==> src/pkg/timer_split_pkg.sv <==
// package: register map, field positions and shared types of the split-mode timer block
package timer_split_pkg;
  // register offsets (byte addresses on the wishbone bus)
  localparam logic [11:0] TCTL_OFF    = 12'h410;
  localparam logic [11:0] T2CTL_OFF   = 12'h414;
  localparam logic [11:0] TMODE_OFF   = 12'h418;
  localparam logic [11:0] T0CNT_OFF   = 12'h41c;
  localparam logic [11:0] T1CNT_OFF   = 12'h420;
  localparam logic [11:0] T2CNT_OFF   = 12'h424;
  localparam logic [11:0] T2CAP_OFF   = 12'h428;
  localparam logic [11:0] T2AUX_OFF   = 12'h42c;
  localparam logic [11:0] IRQ_ST_OFF  = 12'h430;
  localparam logic [11:0] IRQ_MSK_OFF = 12'h434;
  // timer_run_and_flag_control fields
  localparam int TC_TF1 = 7;
  localparam int TC_TR1 = 6;
  localparam int TC_TF0 = 5;
  localparam int TC_TR0 = 4;
  // timer2_control fields
  localparam int T2_TF2   = 7;
  localparam int T2_T2_EXTERNAL_FLAG  = 6;
  localparam int T2_UART0_RX_CLOCK_SELECT = 5;
  localparam int T2_UART0_TX_CLOCK_SELECT = 4;
  localparam int T2_EXEN  = 3;
  localparam int T2_TR    = 2;
  localparam int T2_CT    = 1;
  localparam int T2_CPRL  = 0;
  // auxiliary control fields
  localparam int AUX_UART1_RX_CLOCK_SELECT = 0;
  localparam int AUX_UART1_TX_CLOCK_SELECT = 1;
  localparam int AUX_OE    = 2;
  // mode register: [7]gate1 [6]ct1 [5:4]mode1 [3]gate0 [2]ct0 [1:0]mode0
  localparam int TM_MODE0 = 0;
  localparam int TM_CT0   = 2;
  localparam int TM_GATE0 = 3;
  localparam int TM_MODE1 = 4;
  localparam int TM_CT1   = 6;
  localparam int TM_GATE1 = 7;
  localparam logic [1:0] MODE_SPLIT = 2'h3;
  localparam logic [7:0] RST_BYTE   = 8'h00;
  localparam int IRQ_N = 4;
  localparam int IRQ_TF0 = 0;
  localparam int IRQ_TF1 = 1;
  localparam int IRQ_TF2 = 2;
  localparam int IRQ_T2_EXTERNAL_FLAG = 3;
  typedef struct packed {
    logic [11:0] adr;
    logic [31:0] dat;
    logic        we;
    logic [3:0]  sel;
    logic        stb;
    logic        cyc;
  } wb_req_t;
  typedef struct packed {
    logic t0_cnt;
    logic t1_cnt;
    logic gate0;
    logic gate1;
    logic cap;
  } pins_t;
endpackage

==> src/logic/timer_split.sv <==
// split-mode timer 0/1 and timer 2 with wishbone register access
//
// Overview of operation
// timer 1 in mode 3 holds its count as though its run bit were clear.
// timer 0 in mode 3 runs its low and high bytes as two separate 8-bit counters.
// the split low byte uses timer 0 select, gate, run bit and pin, and sets timer 0 overflow.
// the split high byte counts clock ticks, runs on timer 1 run bit and sets timer 1 overflow.
// in split mode the timer 1 interrupt comes from the high byte overflow.
// timer 1 stops in its mode 3, runs out of it, and still gives a baud tick without interrupt.
// the timer 1 run bit at bit 6 of the control register starts and stops timer 1.
// timer 2 overflow flag is cleared only by software and never set while a clock select or clock-out is on.
// a falling capture edge with external enable sets the timer 2 external flag, cleared by software.
// a set uart clock select routes timer 2 overflow to that uart direction as its baud tick.
// timer 2 counts only while its run bit is set.
// timer 2 select picks clock ticks or falling edges of the timer 0 count pin.
// in capture mode a falling capture edge copies the timer 2 count into the capture bytes.
// timer 2 sets its overflow flag on 16-bit rollover unless it is a baud or clock-out source.
`timescale 1ns/1ps
`default_nettype none
module timer_split
  import timer_split_pkg::*;
(
  input  wire logic                   CLOCK_I,
  input  wire logic                   RST_I,
  input  wire timer_split_pkg::wb_req_t WB_REQ_I,
  input  wire timer_split_pkg::pins_t PINS_I,
  output logic [31:0]                 WB_DAT_O,
  output logic                        WB_ACK_O,
  output logic                        IRQ_O,
  output logic                        T1_BAUD_O,
  output logic                        U0_RX_BAUD_O,
  output logic                        U0_TX_BAUD_O,
  output logic                        U1_RX_BAUD_O,
  output logic                        U1_TX_BAUD_O,
  output logic                        T2_CLK_OUT_O
);
  import timer_split_pkg::*;

  // ----------------------------------------
  // pin synchronisers
  // ----------------------------------------
  logic [4:0] s1_r, s2_r, s3_r, pin_r, pin_nxt;
  always_comb begin
    pin_nxt = pin_r;
    for (int i = 0; i < $bits(pins_t); i++) begin
      if (s2_r[i] == s3_r[i]) begin
        pin_nxt[i] = s3_r[i];
      end
    end
  end
  always_ff @(posedge CLOCK_I or posedge RST_I) begin
    if (RST_I) begin
      s1_r  <= 5'h00;
      s2_r  <= 5'h00;
      s3_r  <= 5'h00;
      pin_r <= 5'h00;
    end else begin
      s1_r  <= PINS_I;
      s2_r  <= s1_r;
      s3_r  <= s2_r;
      pin_r <= pin_nxt;
    end
  end
  pins_t pin_c, pin_p;
  logic [4:0] pin_d_r;
  always_ff @(posedge CLOCK_I or posedge RST_I) begin
    if (RST_I) begin
      pin_d_r <= 5'h00;
    end else begin
      pin_d_r <= pin_r;
    end
  end
  assign pin_c = pins_t'(pin_r);
  assign pin_p = pins_t'(pin_d_r);
  wire t0_fall  = pin_p.t0_cnt & ~pin_c.t0_cnt;
  wire t1_fall  = pin_p.t1_cnt & ~pin_c.t1_cnt;
  wire cap_fall = pin_p.cap & ~pin_c.cap;

  // ----------------------------------------
  // registers and counters
  // ----------------------------------------
  logic [7:0]  tctl_r, tctl_nxt, t2ctl_r, t2ctl_nxt, tmode_r, tmode_nxt, aux_r, aux_nxt;
  logic [15:0] t0_r, t0_nxt, t1_r, t1_nxt, t2_r, t2_nxt, cap_r, cap_nxt;
  logic [IRQ_N-1:0] ist_r, ist_nxt, imsk_r, imsk_nxt;
  logic [31:0] dat_nxt;
  logic        ack_nxt, t1b_nxt, u0r_nxt, u0t_nxt, u1r_nxt, u1t_nxt, ck_nxt;
  logic        ck_r;

  wire wr = WB_REQ_I.cyc & WB_REQ_I.stb & WB_REQ_I.we & WB_ACK_O & WB_REQ_I.sel[0];
  wire rd_any = WB_REQ_I.cyc & WB_REQ_I.stb & ~WB_ACK_O;
  wire [7:0]  wb = WB_REQ_I.dat[7:0];
  wire [15:0] ww = WB_REQ_I.dat[15:0];

  wire split0 = tmode_r[TM_MODE0 +: 2] == MODE_SPLIT;
  wire split1 = tmode_r[TM_MODE1 +: 2] == MODE_SPLIT;
  wire t0_tick = tmode_r[TM_CT0] ? t0_fall : 1'b1;
  wire t1_tick = tmode_r[TM_CT1] ? t1_fall : 1'b1;
  wire t0_run = tctl_r[TC_TR0] & (~tmode_r[TM_GATE0] | pin_c.gate0);
  wire t1_run = tctl_r[TC_TR1] & (~tmode_r[TM_GATE1] | pin_c.gate1) & ~split1;
  wire t2_on  = t2ctl_r[T2_TR];
  wire t2_tick = t2_on & (t2ctl_r[T2_CT] ? ~pin_c.t0_cnt & pin_p.t0_cnt : 1'b1);
  wire t2_baud = t2ctl_r[T2_UART0_RX_CLOCK_SELECT] | t2ctl_r[T2_UART0_TX_CLOCK_SELECT] | aux_r[AUX_UART1_RX_CLOCK_SELECT] |
                 aux_r[AUX_UART1_TX_CLOCK_SELECT] | aux_r[AUX_OE];

  logic t0l_ov, t0h_ov, t0_ov16, t1_ov, t2_ov;
  always_comb begin
    t0_nxt = t0_r;
    t1_nxt = t1_r;
    t2_nxt = t2_r;
    cap_nxt = cap_r;
    t0l_ov = 1'b0;
    t0h_ov = 1'b0;
    t0_ov16 = 1'b0;
    t1_ov = 1'b0;
    t2_ov = 1'b0;
    if (split0) begin
      if (t0_run & t0_tick) begin
        t0_nxt[7:0] = t0_r[7:0] + 8'h01;
        t0l_ov = t0_r[7:0] == 8'hff;
      end
      if (tctl_r[TC_TR1]) begin
        t0_nxt[15:8] = t0_r[15:8] + 8'h01;
        t0h_ov = t0_r[15:8] == 8'hff;
      end
    end else if (t0_run & t0_tick) begin
      t0_nxt = t0_r + 16'h0001;
      t0_ov16 = t0_r == 16'hffff;
    end
    if (t1_run & t1_tick) begin
      t1_nxt = t1_r + 16'h0001;
      t1_ov = t1_r == 16'hffff;
    end
    if (t2_tick) begin
      t2_nxt = t2_r + 16'h0001;
      t2_ov = t2_r == 16'hffff;
      if (t2_ov & ~t2ctl_r[T2_CPRL]) begin
        t2_nxt = cap_r;
      end
    end
    if (cap_fall & t2ctl_r[T2_EXEN]) begin
      if (t2ctl_r[T2_CPRL]) begin
        cap_nxt = t2_r;
      end else begin
        t2_nxt = cap_r;
      end
    end
    if (wr && WB_REQ_I.adr == T0CNT_OFF) t0_nxt = ww;
    if (wr && WB_REQ_I.adr == T1CNT_OFF) t1_nxt = ww;
    if (wr && WB_REQ_I.adr == T2CNT_OFF) t2_nxt = ww;
    if (wr && WB_REQ_I.adr == T2CAP_OFF) cap_nxt = ww;
  end

  // ----------------------------------------
  // control, flags and bus
  // ----------------------------------------
  wire set_tf0 = t0l_ov | t0_ov16;
  wire set_tf1 = split0 ? t0h_ov : t1_ov;
  wire set_tf2 = t2_ov & ~t2_baud;
  wire set_exf = cap_fall & t2ctl_r[T2_EXEN];
  wire [IRQ_N-1:0] ev = {set_exf, set_tf2, set_tf1, set_tf0};

  always_comb begin
    tctl_nxt = tctl_r;
    t2ctl_nxt = t2ctl_r;
    tmode_nxt = tmode_r;
    aux_nxt = aux_r;
    imsk_nxt = imsk_r;
    ist_nxt = ist_r;
    dat_nxt = 32'h0000_0000;
    ack_nxt = rd_any;
    if (wr) begin
      case (WB_REQ_I.adr)
        TCTL_OFF: tctl_nxt = wb;
        T2CTL_OFF: t2ctl_nxt = wb;
        TMODE_OFF: tmode_nxt = wb;
        T2AUX_OFF: aux_nxt = wb;
        IRQ_MSK_OFF: imsk_nxt = wb[IRQ_N-1:0];
        IRQ_ST_OFF: ist_nxt = ist_r & ~wb[IRQ_N-1:0];
        default: ;
      endcase
    end
    // hardware set wins over a software clear in the same cycle
    if (set_tf0) tctl_nxt[TC_TF0] = 1'b1;
    if (set_tf1) tctl_nxt[TC_TF1] = 1'b1;
    if (set_tf2) t2ctl_nxt[T2_TF2] = 1'b1;
    if (set_exf) t2ctl_nxt[T2_T2_EXTERNAL_FLAG] = 1'b1;
    ist_nxt = ist_nxt | ev;
    if (rd_any) begin
      case (WB_REQ_I.adr)
        TCTL_OFF: dat_nxt = {24'h0, tctl_r};
        T2CTL_OFF: dat_nxt = {24'h0, t2ctl_r};
        TMODE_OFF: dat_nxt = {24'h0, tmode_r};
        T0CNT_OFF: dat_nxt = {16'h0, t0_r};
        T1CNT_OFF: dat_nxt = {16'h0, t1_r};
        T2CNT_OFF: dat_nxt = {16'h0, t2_r};
        T2CAP_OFF: dat_nxt = {16'h0, cap_r};
        T2AUX_OFF: dat_nxt = {24'h0, aux_r};
        IRQ_ST_OFF: dat_nxt = {28'h0, ist_r};
        IRQ_MSK_OFF: dat_nxt = {28'h0, imsk_r};
        default: dat_nxt = 32'h0000_0000;
      endcase
    end
    t1b_nxt = t1_ov & ~split1;
    u0r_nxt = t2_ov & t2ctl_r[T2_UART0_RX_CLOCK_SELECT];
    u0t_nxt = t2_ov & t2ctl_r[T2_UART0_TX_CLOCK_SELECT];
    u1r_nxt = t2_ov & aux_r[AUX_UART1_RX_CLOCK_SELECT];
    u1t_nxt = t2_ov & aux_r[AUX_UART1_TX_CLOCK_SELECT];
    ck_nxt = ck_r ^ (t2_ov & aux_r[AUX_OE] & ~t2ctl_r[T2_CT]);
  end

  always_ff @(posedge CLOCK_I or posedge RST_I) begin
    if (RST_I) begin
      tctl_r <= RST_BYTE;
      t2ctl_r <= RST_BYTE;
      tmode_r <= RST_BYTE;
      aux_r <= RST_BYTE;
      t0_r <= 16'h0000;
      t1_r <= 16'h0000;
      t2_r <= 16'h0000;
      cap_r <= 16'h0000;
      ist_r <= '0;
      imsk_r <= '0;
      ck_r <= 1'b0;
      WB_DAT_O <= 32'h0000_0000;
      WB_ACK_O <= 1'b0;
      IRQ_O <= 1'b0;
      T1_BAUD_O <= 1'b0;
      U0_RX_BAUD_O <= 1'b0;
      U0_TX_BAUD_O <= 1'b0;
      U1_RX_BAUD_O <= 1'b0;
      U1_TX_BAUD_O <= 1'b0;
      T2_CLK_OUT_O <= 1'b0;
    end else begin
      tctl_r <= tctl_nxt;
      t2ctl_r <= t2ctl_nxt;
      tmode_r <= tmode_nxt;
      aux_r <= aux_nxt;
      t0_r <= t0_nxt;
      t1_r <= t1_nxt;
      t2_r <= t2_nxt;
      cap_r <= cap_nxt;
      ist_r <= ist_nxt;
      imsk_r <= imsk_nxt;
      ck_r <= ck_nxt;
      WB_DAT_O <= dat_nxt;
      WB_ACK_O <= ack_nxt;
      IRQ_O <= |(ist_nxt & imsk_nxt);
      T1_BAUD_O <= t1b_nxt;
      U0_RX_BAUD_O <= u0r_nxt;
      U0_TX_BAUD_O <= u0t_nxt;
      U1_RX_BAUD_O <= u1r_nxt;
      U1_TX_BAUD_O <= u1t_nxt;
      T2_CLK_OUT_O <= ck_nxt;
    end
  end
endmodule
`default_nettype wire

==> config.mk <==
export PLATFORM = sky130hd
export DESIGN_NAME = timer_split
export DESIGN_NICKNAME = d
export VERILOG_FILES = /design/src/pkg/timer_split_pkg.sv /design/src/logic/timer_split.sv
export SDC_FILE = /design/constraint.sdc
export NUM_CORES = 1
export LEC_CHECK = 0
export BUFFER_PORTS_ARGS = -buffer_cell sky130_fd_sc_hd__buf_2
export CORE_MARGIN = 2
export CORE_UTILIZATION = 45
export DETAILED_ROUTE_END_ITERATION = 8
export PLACE_DENSITY = 0.67
export RECOVER_POWER = 50
export SKIP_CTS_REPAIR_TIMING = 1
export SLEW_MARGIN = 10
export SYNTH_ARGS = -nofsm -noshare
export SYNTH_HDL_FRONTEND = slang
export SYNTH_SLANG_ARGS = --single-unit
==> constraint.sdc <==
create_clock -name CLOCK_I -period 3.9 [get_ports CLOCK_I]
set_input_delay 0.195 -clock CLOCK_I [delete_from_list [all_inputs] [get_ports CLOCK_I]]
set_output_delay 0.195 -clock CLOCK_I [all_outputs]
set_load 0.01 [all_outputs]
Yosys cells after proc, flatten, opt, wreduce, memory -nomap -nowiden
Index checks and enable logic that the tools add are counted.

$add $sub $neg: 5. Multiply operators: 0. Divide/modulo/power cells: 0. $lt $le $gt $ge: 0. Eq/ne operators: 23. Shifts and indexed selects: 0. Mux-type cells: 40. Bitwise logic cells: 46. Reduce and logical (&&, ||, !) cells: 28.

Operator list (number): $mux W16 (14); $pmux W16 S10 (1); $eq A12 B11 Y1 const B (10); $add A16 B1 Y16 const B (3); $eq A16 B16 Y1 const B (3); $mux W8 (6); $and A1 B1 Y1 (24); $reduce_bool A2 Y1 (12); $reduce_and A2 Y1 (10); $add A8 B1 Y8 const B (2); $eq A8 B8 Y1 const B (2); $mux W4 (4); $mux W1 (15); $not A1 Y1 (10); $and A4 B4 Y4 (2); $or A1 B1 Y1 (7); $eq A1 B1 Y1 (5); $eq A2 B2 Y1 const B (2); $logic_and A1 B1 Y1 (4); $not A4 Y4 (1); $or A4 B4 Y4 (1); $reduce_or A4 Y1 (1); $ne A3 B2 Y1 const B (1); $reduce_bool A3 Y1 (1); $xor A1 B1 Y1 (1).

Flip-flop bits (word level): 169. Latch bits: 0. Bits in writable memories: 0. ROM bits: 0. Output and inout port bits: 40. Word-level logic and storage cells: 175. Memories: 0.

Longest topological paths before layout
Depth in word-level cells: 10. Depth in mapped cells: 8. Mapped depth without buffers: 7.

Least setup slack after synthesis
No wires, ideal clock.

Path type: register to register. Start point: register WB_ACK_O. End point: register IRQ_O. Arrival: 1.865 ns. Data required time: 3.776 ns. Slack: 1.911 ns. Stages on the path, launching flop included: 7. Buffers on the path: 0. Clock period less this slack: 1.989 ns. Path through: dfrtp_1 -> and4_1 -> nand2_1 -> nor3_2 -> mux2_2 -> a21boi_0 -> a211o_1.

Elaborated cells on any way between the ends: 7. Those cells by class: mux: 2; bitwise: 4; reduce/logical: 1.

RTL lines: from (decl) (line timer_split.sv:28) `output logic WB_ACK_O,`; from (signal assigned) (line timer_split.sv:246) `WB_ACK_O <= ack_nxt;`; $and A1 B1 Y1 (2 in a row) (line timer_split.sv:89) `wire wr = WB_REQ_I.cyc & WB_REQ_I.stb & WB_REQ_I.we & WB_ACK_O & WB_REQ_I.sel[0];`; $mux W4 (line timer_split.sv:171) `if (wr) begin`; named net imsk_nxt[1] (line timer_split.sv:84) `logic [IRQ_N-1:0] ist_r, ist_nxt, imsk_r, imsk_nxt;`; $and A4 B4 Y4 (line timer_split.sv:247) `IRQ_O <= |(ist_nxt & imsk_nxt);`; $reduce_or A4 Y1 (line timer_split.sv:247); to (signal assigned) (line timer_split.sv:247); to (decl) (line timer_split.sv:29) `output logic IRQ_O,`.

The timed path passes the listed nets, and every way through them passes these cells. A chain may end at the register's enable or synchronous reset.

Worst setup path in the final report
Start point: register pin_r[4] (netlist: pin_c[4]). End point: register t2_r[11].

Word-level cells in the longest chain between the ends: 8.

RTL lines: from (decl) (line timer_split.sv:42) `logic [4:0] s1_r, s2_r, s3_r, pin_r, pin_nxt;`; from (signal assigned) (line timer_split.sv:61) `pin_r <= pin_nxt;`; $not A1 Y1 (*) (line timer_split.sv:101) `wire t2_tick = t2_on & (t2ctl_r[T2_CT] ? ~pin_c.t0_cnt & pin_p.t0_cnt : 1'b1);`; $and A1 B1 Y1 (*) (line timer_split.sv:101); $mux W1 (*) (line timer_split.sv:101); $and A1 B1 Y1 (*) (line timer_split.sv:101); $mux W16 (*) (line timer_split.sv:133) `if (t2_tick) begin`; $mux W16 (line timer_split.sv:141) `if (t2ctl_r[T2_CPRL]) begin`; $mux W16 (*) (line timer_split.sv:140) `if (cap_fall & t2ctl_r[T2_EXEN]) begin`; $mux W16 (*) (line timer_split.sv:149) `if (wr && WB_REQ_I.adr == T2CNT_OFF) t2_nxt = ww;`; named net t2_nxt[11] (line timer_split.sv:83) `logic [15:0] t0_r, t0_nxt, t1_r, t1_nxt, t2_r, t2_nxt, cap_r, cap_nxt;`; to (signal assigned) (line timer_split.sv:240) `t2_r <= t2_nxt;`; to (decl) (line timer_split.sv:83).

The timed path passes the listed nets; every way through them passes the cells marked *.

==> flow_summary.json <==
{
  "die_area_sq_um": 18300,
  "r2r-start": "pin_c[4]$_DFFE_PP0N_",
  "path_class": "flop to flop",
  "synth-edff-count": 0,
  "powerDensity_nw_per_um2": 407,
  "synth_seq_cells": 151,
  "drt-initial-drc-count": 648,
  "dp_slack_ns": 1.27,
  "drv_cap": 2,
  "slew_headroom_pct": -20.9,
  "antenna_found_initial": 0,
  "rows": 47,
  "slowest_delay_ns": 0.78,
  "ys_warn_count": 0,
  "status": "finished, violations left",
  "rsz0062_at_grt": "false",
  "numPortBuffers": 62,
  "start_kind": "flop",
  "design_area_sq_um": 8840,
  "initial_utilization_pct": 46.3,
  "num_io_pins": 98,
  "worstSetupEndpointType": "flop",
  "avgSynthCellArea_sq_um": 10.0,
  "avgViaCountPerCell": 5.79,
  "required_ns": 4.15,
  "clock_path_buffers": 2,
  "dp_hpwl_mm": 14.7,
  "synth_area_sq_um": 7740,
  "layout_setup_ws_ns": 1.23,
  "syn_to_final_growth_pct": 14.2,
  "worstPathMaxFanout": 11,
  "synth_flop_cell": "dfrtp_1",
  "n_antenna_cell": 0,
  "synthTopCellsByCount": "dfrtp_1 (151), a21oi_1 (78), nor2_1 (78)",
  "synth_cell_type_count": 69,
  "synth.most_common_cell": "dfrtp_1",
  "antenna_left": 0,
  "die_y_um": 135,
  "routed_wl_mm": 20.5,
  "grt_pass1_vias": 5804,
  "r2r_setup_slack_ns": 1.23,
  "slew_viol_final": 71,
  "crit_arrival_ns": 2.92,
  "crit_slowest_cell": "a2111oi_4",
  "peakVddDrop_mv": 0.348,
  "cp-startpoint": "pin_c[4]$_DFFE_PP0N_",
  "period_needed_ns": 2.67,
  "cts_made_buffers": 17,
  "placedCellCount": 1023,
  "synth_cells": 771,
  "layout-drive-gt1-share_pct": 17.2,
  "min_from": "WB_REQ_I[1]",
  "leakage_nw": 3.82,
  "min_path_type": "input pin to flop",
  "synthTopCellsByArea": "dfrtp_1 (49%), a21oi_1 (5.0%), mux2_2 (4.8%), mux2i_1 (4.7%), nor2_1 (3.8%)",
  "post-route-period-util_pct": 68.4,
  "grt_max_degree": 84,
  "hold_slack_ns": 0.00684,
  "tightest_slew_ns": 1.80,
  "path_clk_slew_ns": 0.06,
  "hold_viol_final": 0,
  "setup_viol": 0,
  "worstHoldEndpoint": "WB_ACK_O$_DFF_PP0_",
  "fin_nets": 889,
  "postPlaceCellArea_sq_um": 8180,
  "drtPass1Iterations": 7,
  "route.detailed.drc": 0,
  "seq_power_share_pct": 46.3,
  "skew_ns": 0.0121,
  "max_freq_mhz": 375,
  "gp_congestion": 0.941,
  "ctsHtreeMaxLevel": 4,
  "wl_per_cell_um": 19.4,
  "path_buf_inv": 0,
  "grt_overflow": 0,
  "numClockSinks": 151,
  "min_path_cells": 3,
  "netSwitchingFraction_pct": 22.9,
  "fin_cells": 1059,
  "clkLatencyLatePin_ns": 0.43,
  "synthArstFlopShare_pct": 100,
  "p_comb_share_pct": 5.9,
  "violations": "capacitance limit, slew limit",
  "tritoncts": "built",
  "synth_top_cell_area_share_pct": 48.8,
  "core_region_area_sq_um": 16700,
  "grt.total_usage_pct": 23.7,
  "crit_chain": "nand2b_1 -> a2111oi_4 -> a21oi_1 -> o22ai_1 -> o21ai_0",
  "die_w_um": 135,
  "cp_top_family": "compound AO/OA/AOI/OAI gates",
  "num_vias": 6132,
  "grt_pass1_wl_mm": 32.7,
  "finalSetupTns_ns": 0,
  "cts_root_buffer": "clkbuf_16",
  "r2r_cells": 5,
  "p_clk_share_pct": 47.9,
  "p_switching_mw": 0.825,
  "n_fill_cell": 1503,
  "p_int_mw": 2.77,
  "rr_endpoint": "t2_r[11]$_DFF_PP0_",
  "yosys.area.top_type": "dfrtp_1",
  "synth_seq_area_share_pct": 48.8
}
area by class of cell:
cell class                 count  area, sq um  area share [%]
clock buffer                  24          502            5.68
clock inverter                 7          116            1.32
inverter                      18         68.8           0.779
multi-input combinational    566         3680            41.7
sequential                   151         3780            42.8
tap                          220          275            3.11
timing repair buffer          73          414            4.69
how the worst max path moves through the flow:
| stage | to | cells after the start |
|---|---|---|
| after global placement | cap_r[0]$_DFFE_PP0P_ | 8 |
| final | t2_r[11]$_DFF_PP0_ | 5 |
| after detailed placement | cap_r[1]$_DFFE_PP0P_ | 8 |
| after global routing | t1_r[15]$_DFFE_PP0P_ | 3 |
| after CTS | t2_r[3]$_DFF_PP0_ | 5 |
| after floorplan | IRQ_O$_DFF_PP0_ | 1 |
power by group through the flow:
stage | clock (mW) | combinational [mW] | sequential [mW]
after floorplan | 0 | 0.143 | 1.68
after global placement | 0 | 0.205 | 1.69
after detailed placement | 0 | 0.207 | 1.69
after CTS | 1.73 | 0.208 | 1.66
after global routing | 1.80 | 0.235 | 1.67
final | 1.72 | 0.211 | 1.67
layer usage:
layer | share of wire (%) | vias up | GRT usage [%]
li1 | - | 2864 | -
met1 | 45 | 3031 | 34.4
met2 | 46 | 209 | 35.7
met3 | 6.7 | 28 | 5.29
met4 | 1.7 | 0 | 7.00
met5 | 0 | - | 0
worst register-to-register path: cells and delay by family (launching register included):
family	cells	cell delay, ns
AOI/OAI and AO/OA	4	1.69
DFF	1	0.40
and+or+nand+nor	1	0.41
cell usage in the layout, fill, tap and decap left out, types with 8 or more instances in the layout:
cell type  netlist  layout
clkbuf_16        0      17
buf_2            9      62
dfrtp_1        151     151
a21oi_1         78      78
a22oi_1          9       9
nand3_1         27      27
nor3_1           9       9
and3_1          14      14
xnor2_1         19      19
o21ai_0         20      20
inv_1           18      17
a221oi_1        12      12
xor2_1          15      15
nand2_1         77      77
o22ai_1          9       9
mux2_2          33      33
mux2i_1         36      36
conb_1           1      16
a222oi_1         8       8
nor2_1          78      78
a31oi_1          8       8
cells by family (layout without fill, tap and decap cells):
group                    after synthesis  in the layout  share of synthesized area (%)
adder cells (fa/ha/maj)                9              9                           1.29
buffers and inverters                 69            122                           4.29
multiplexers                          70             70                           9.75
AO/OA/AOI/OAI                        177            177                           15.1
flip-flops                           151            151                           48.8
AND/OR/NAND/NOR                      260            260                           16.9
other                                  1             16                         0.0485
XOR/XNOR                              34             34                           3.85
state kept, by name, indices dropped and copies added (netlist names), 3 cells and up:
register and flops:
t1_r 16, ist_r 4, t2ctl_r 8, s2_r 5, t0_r 16, t2_r 16
pin_c 5, aux_r 8, WB_DAT_O 16, s3_r 5, cap_r 16, pin_d_r 3
tmode_r 8, imsk_r 4, s1_r 5, tctl_r 8
through the flow:
step	utilization (%)	power, mW
final	52.9	3.60
after CTS	52.7	3.60
after global placement	49.0	1.89
after detailed placement	49.0	1.90
after floorplan	-	1.82
after global routing	52.9	3.71
Note: power is estimated with default switching activity, not from simulation.
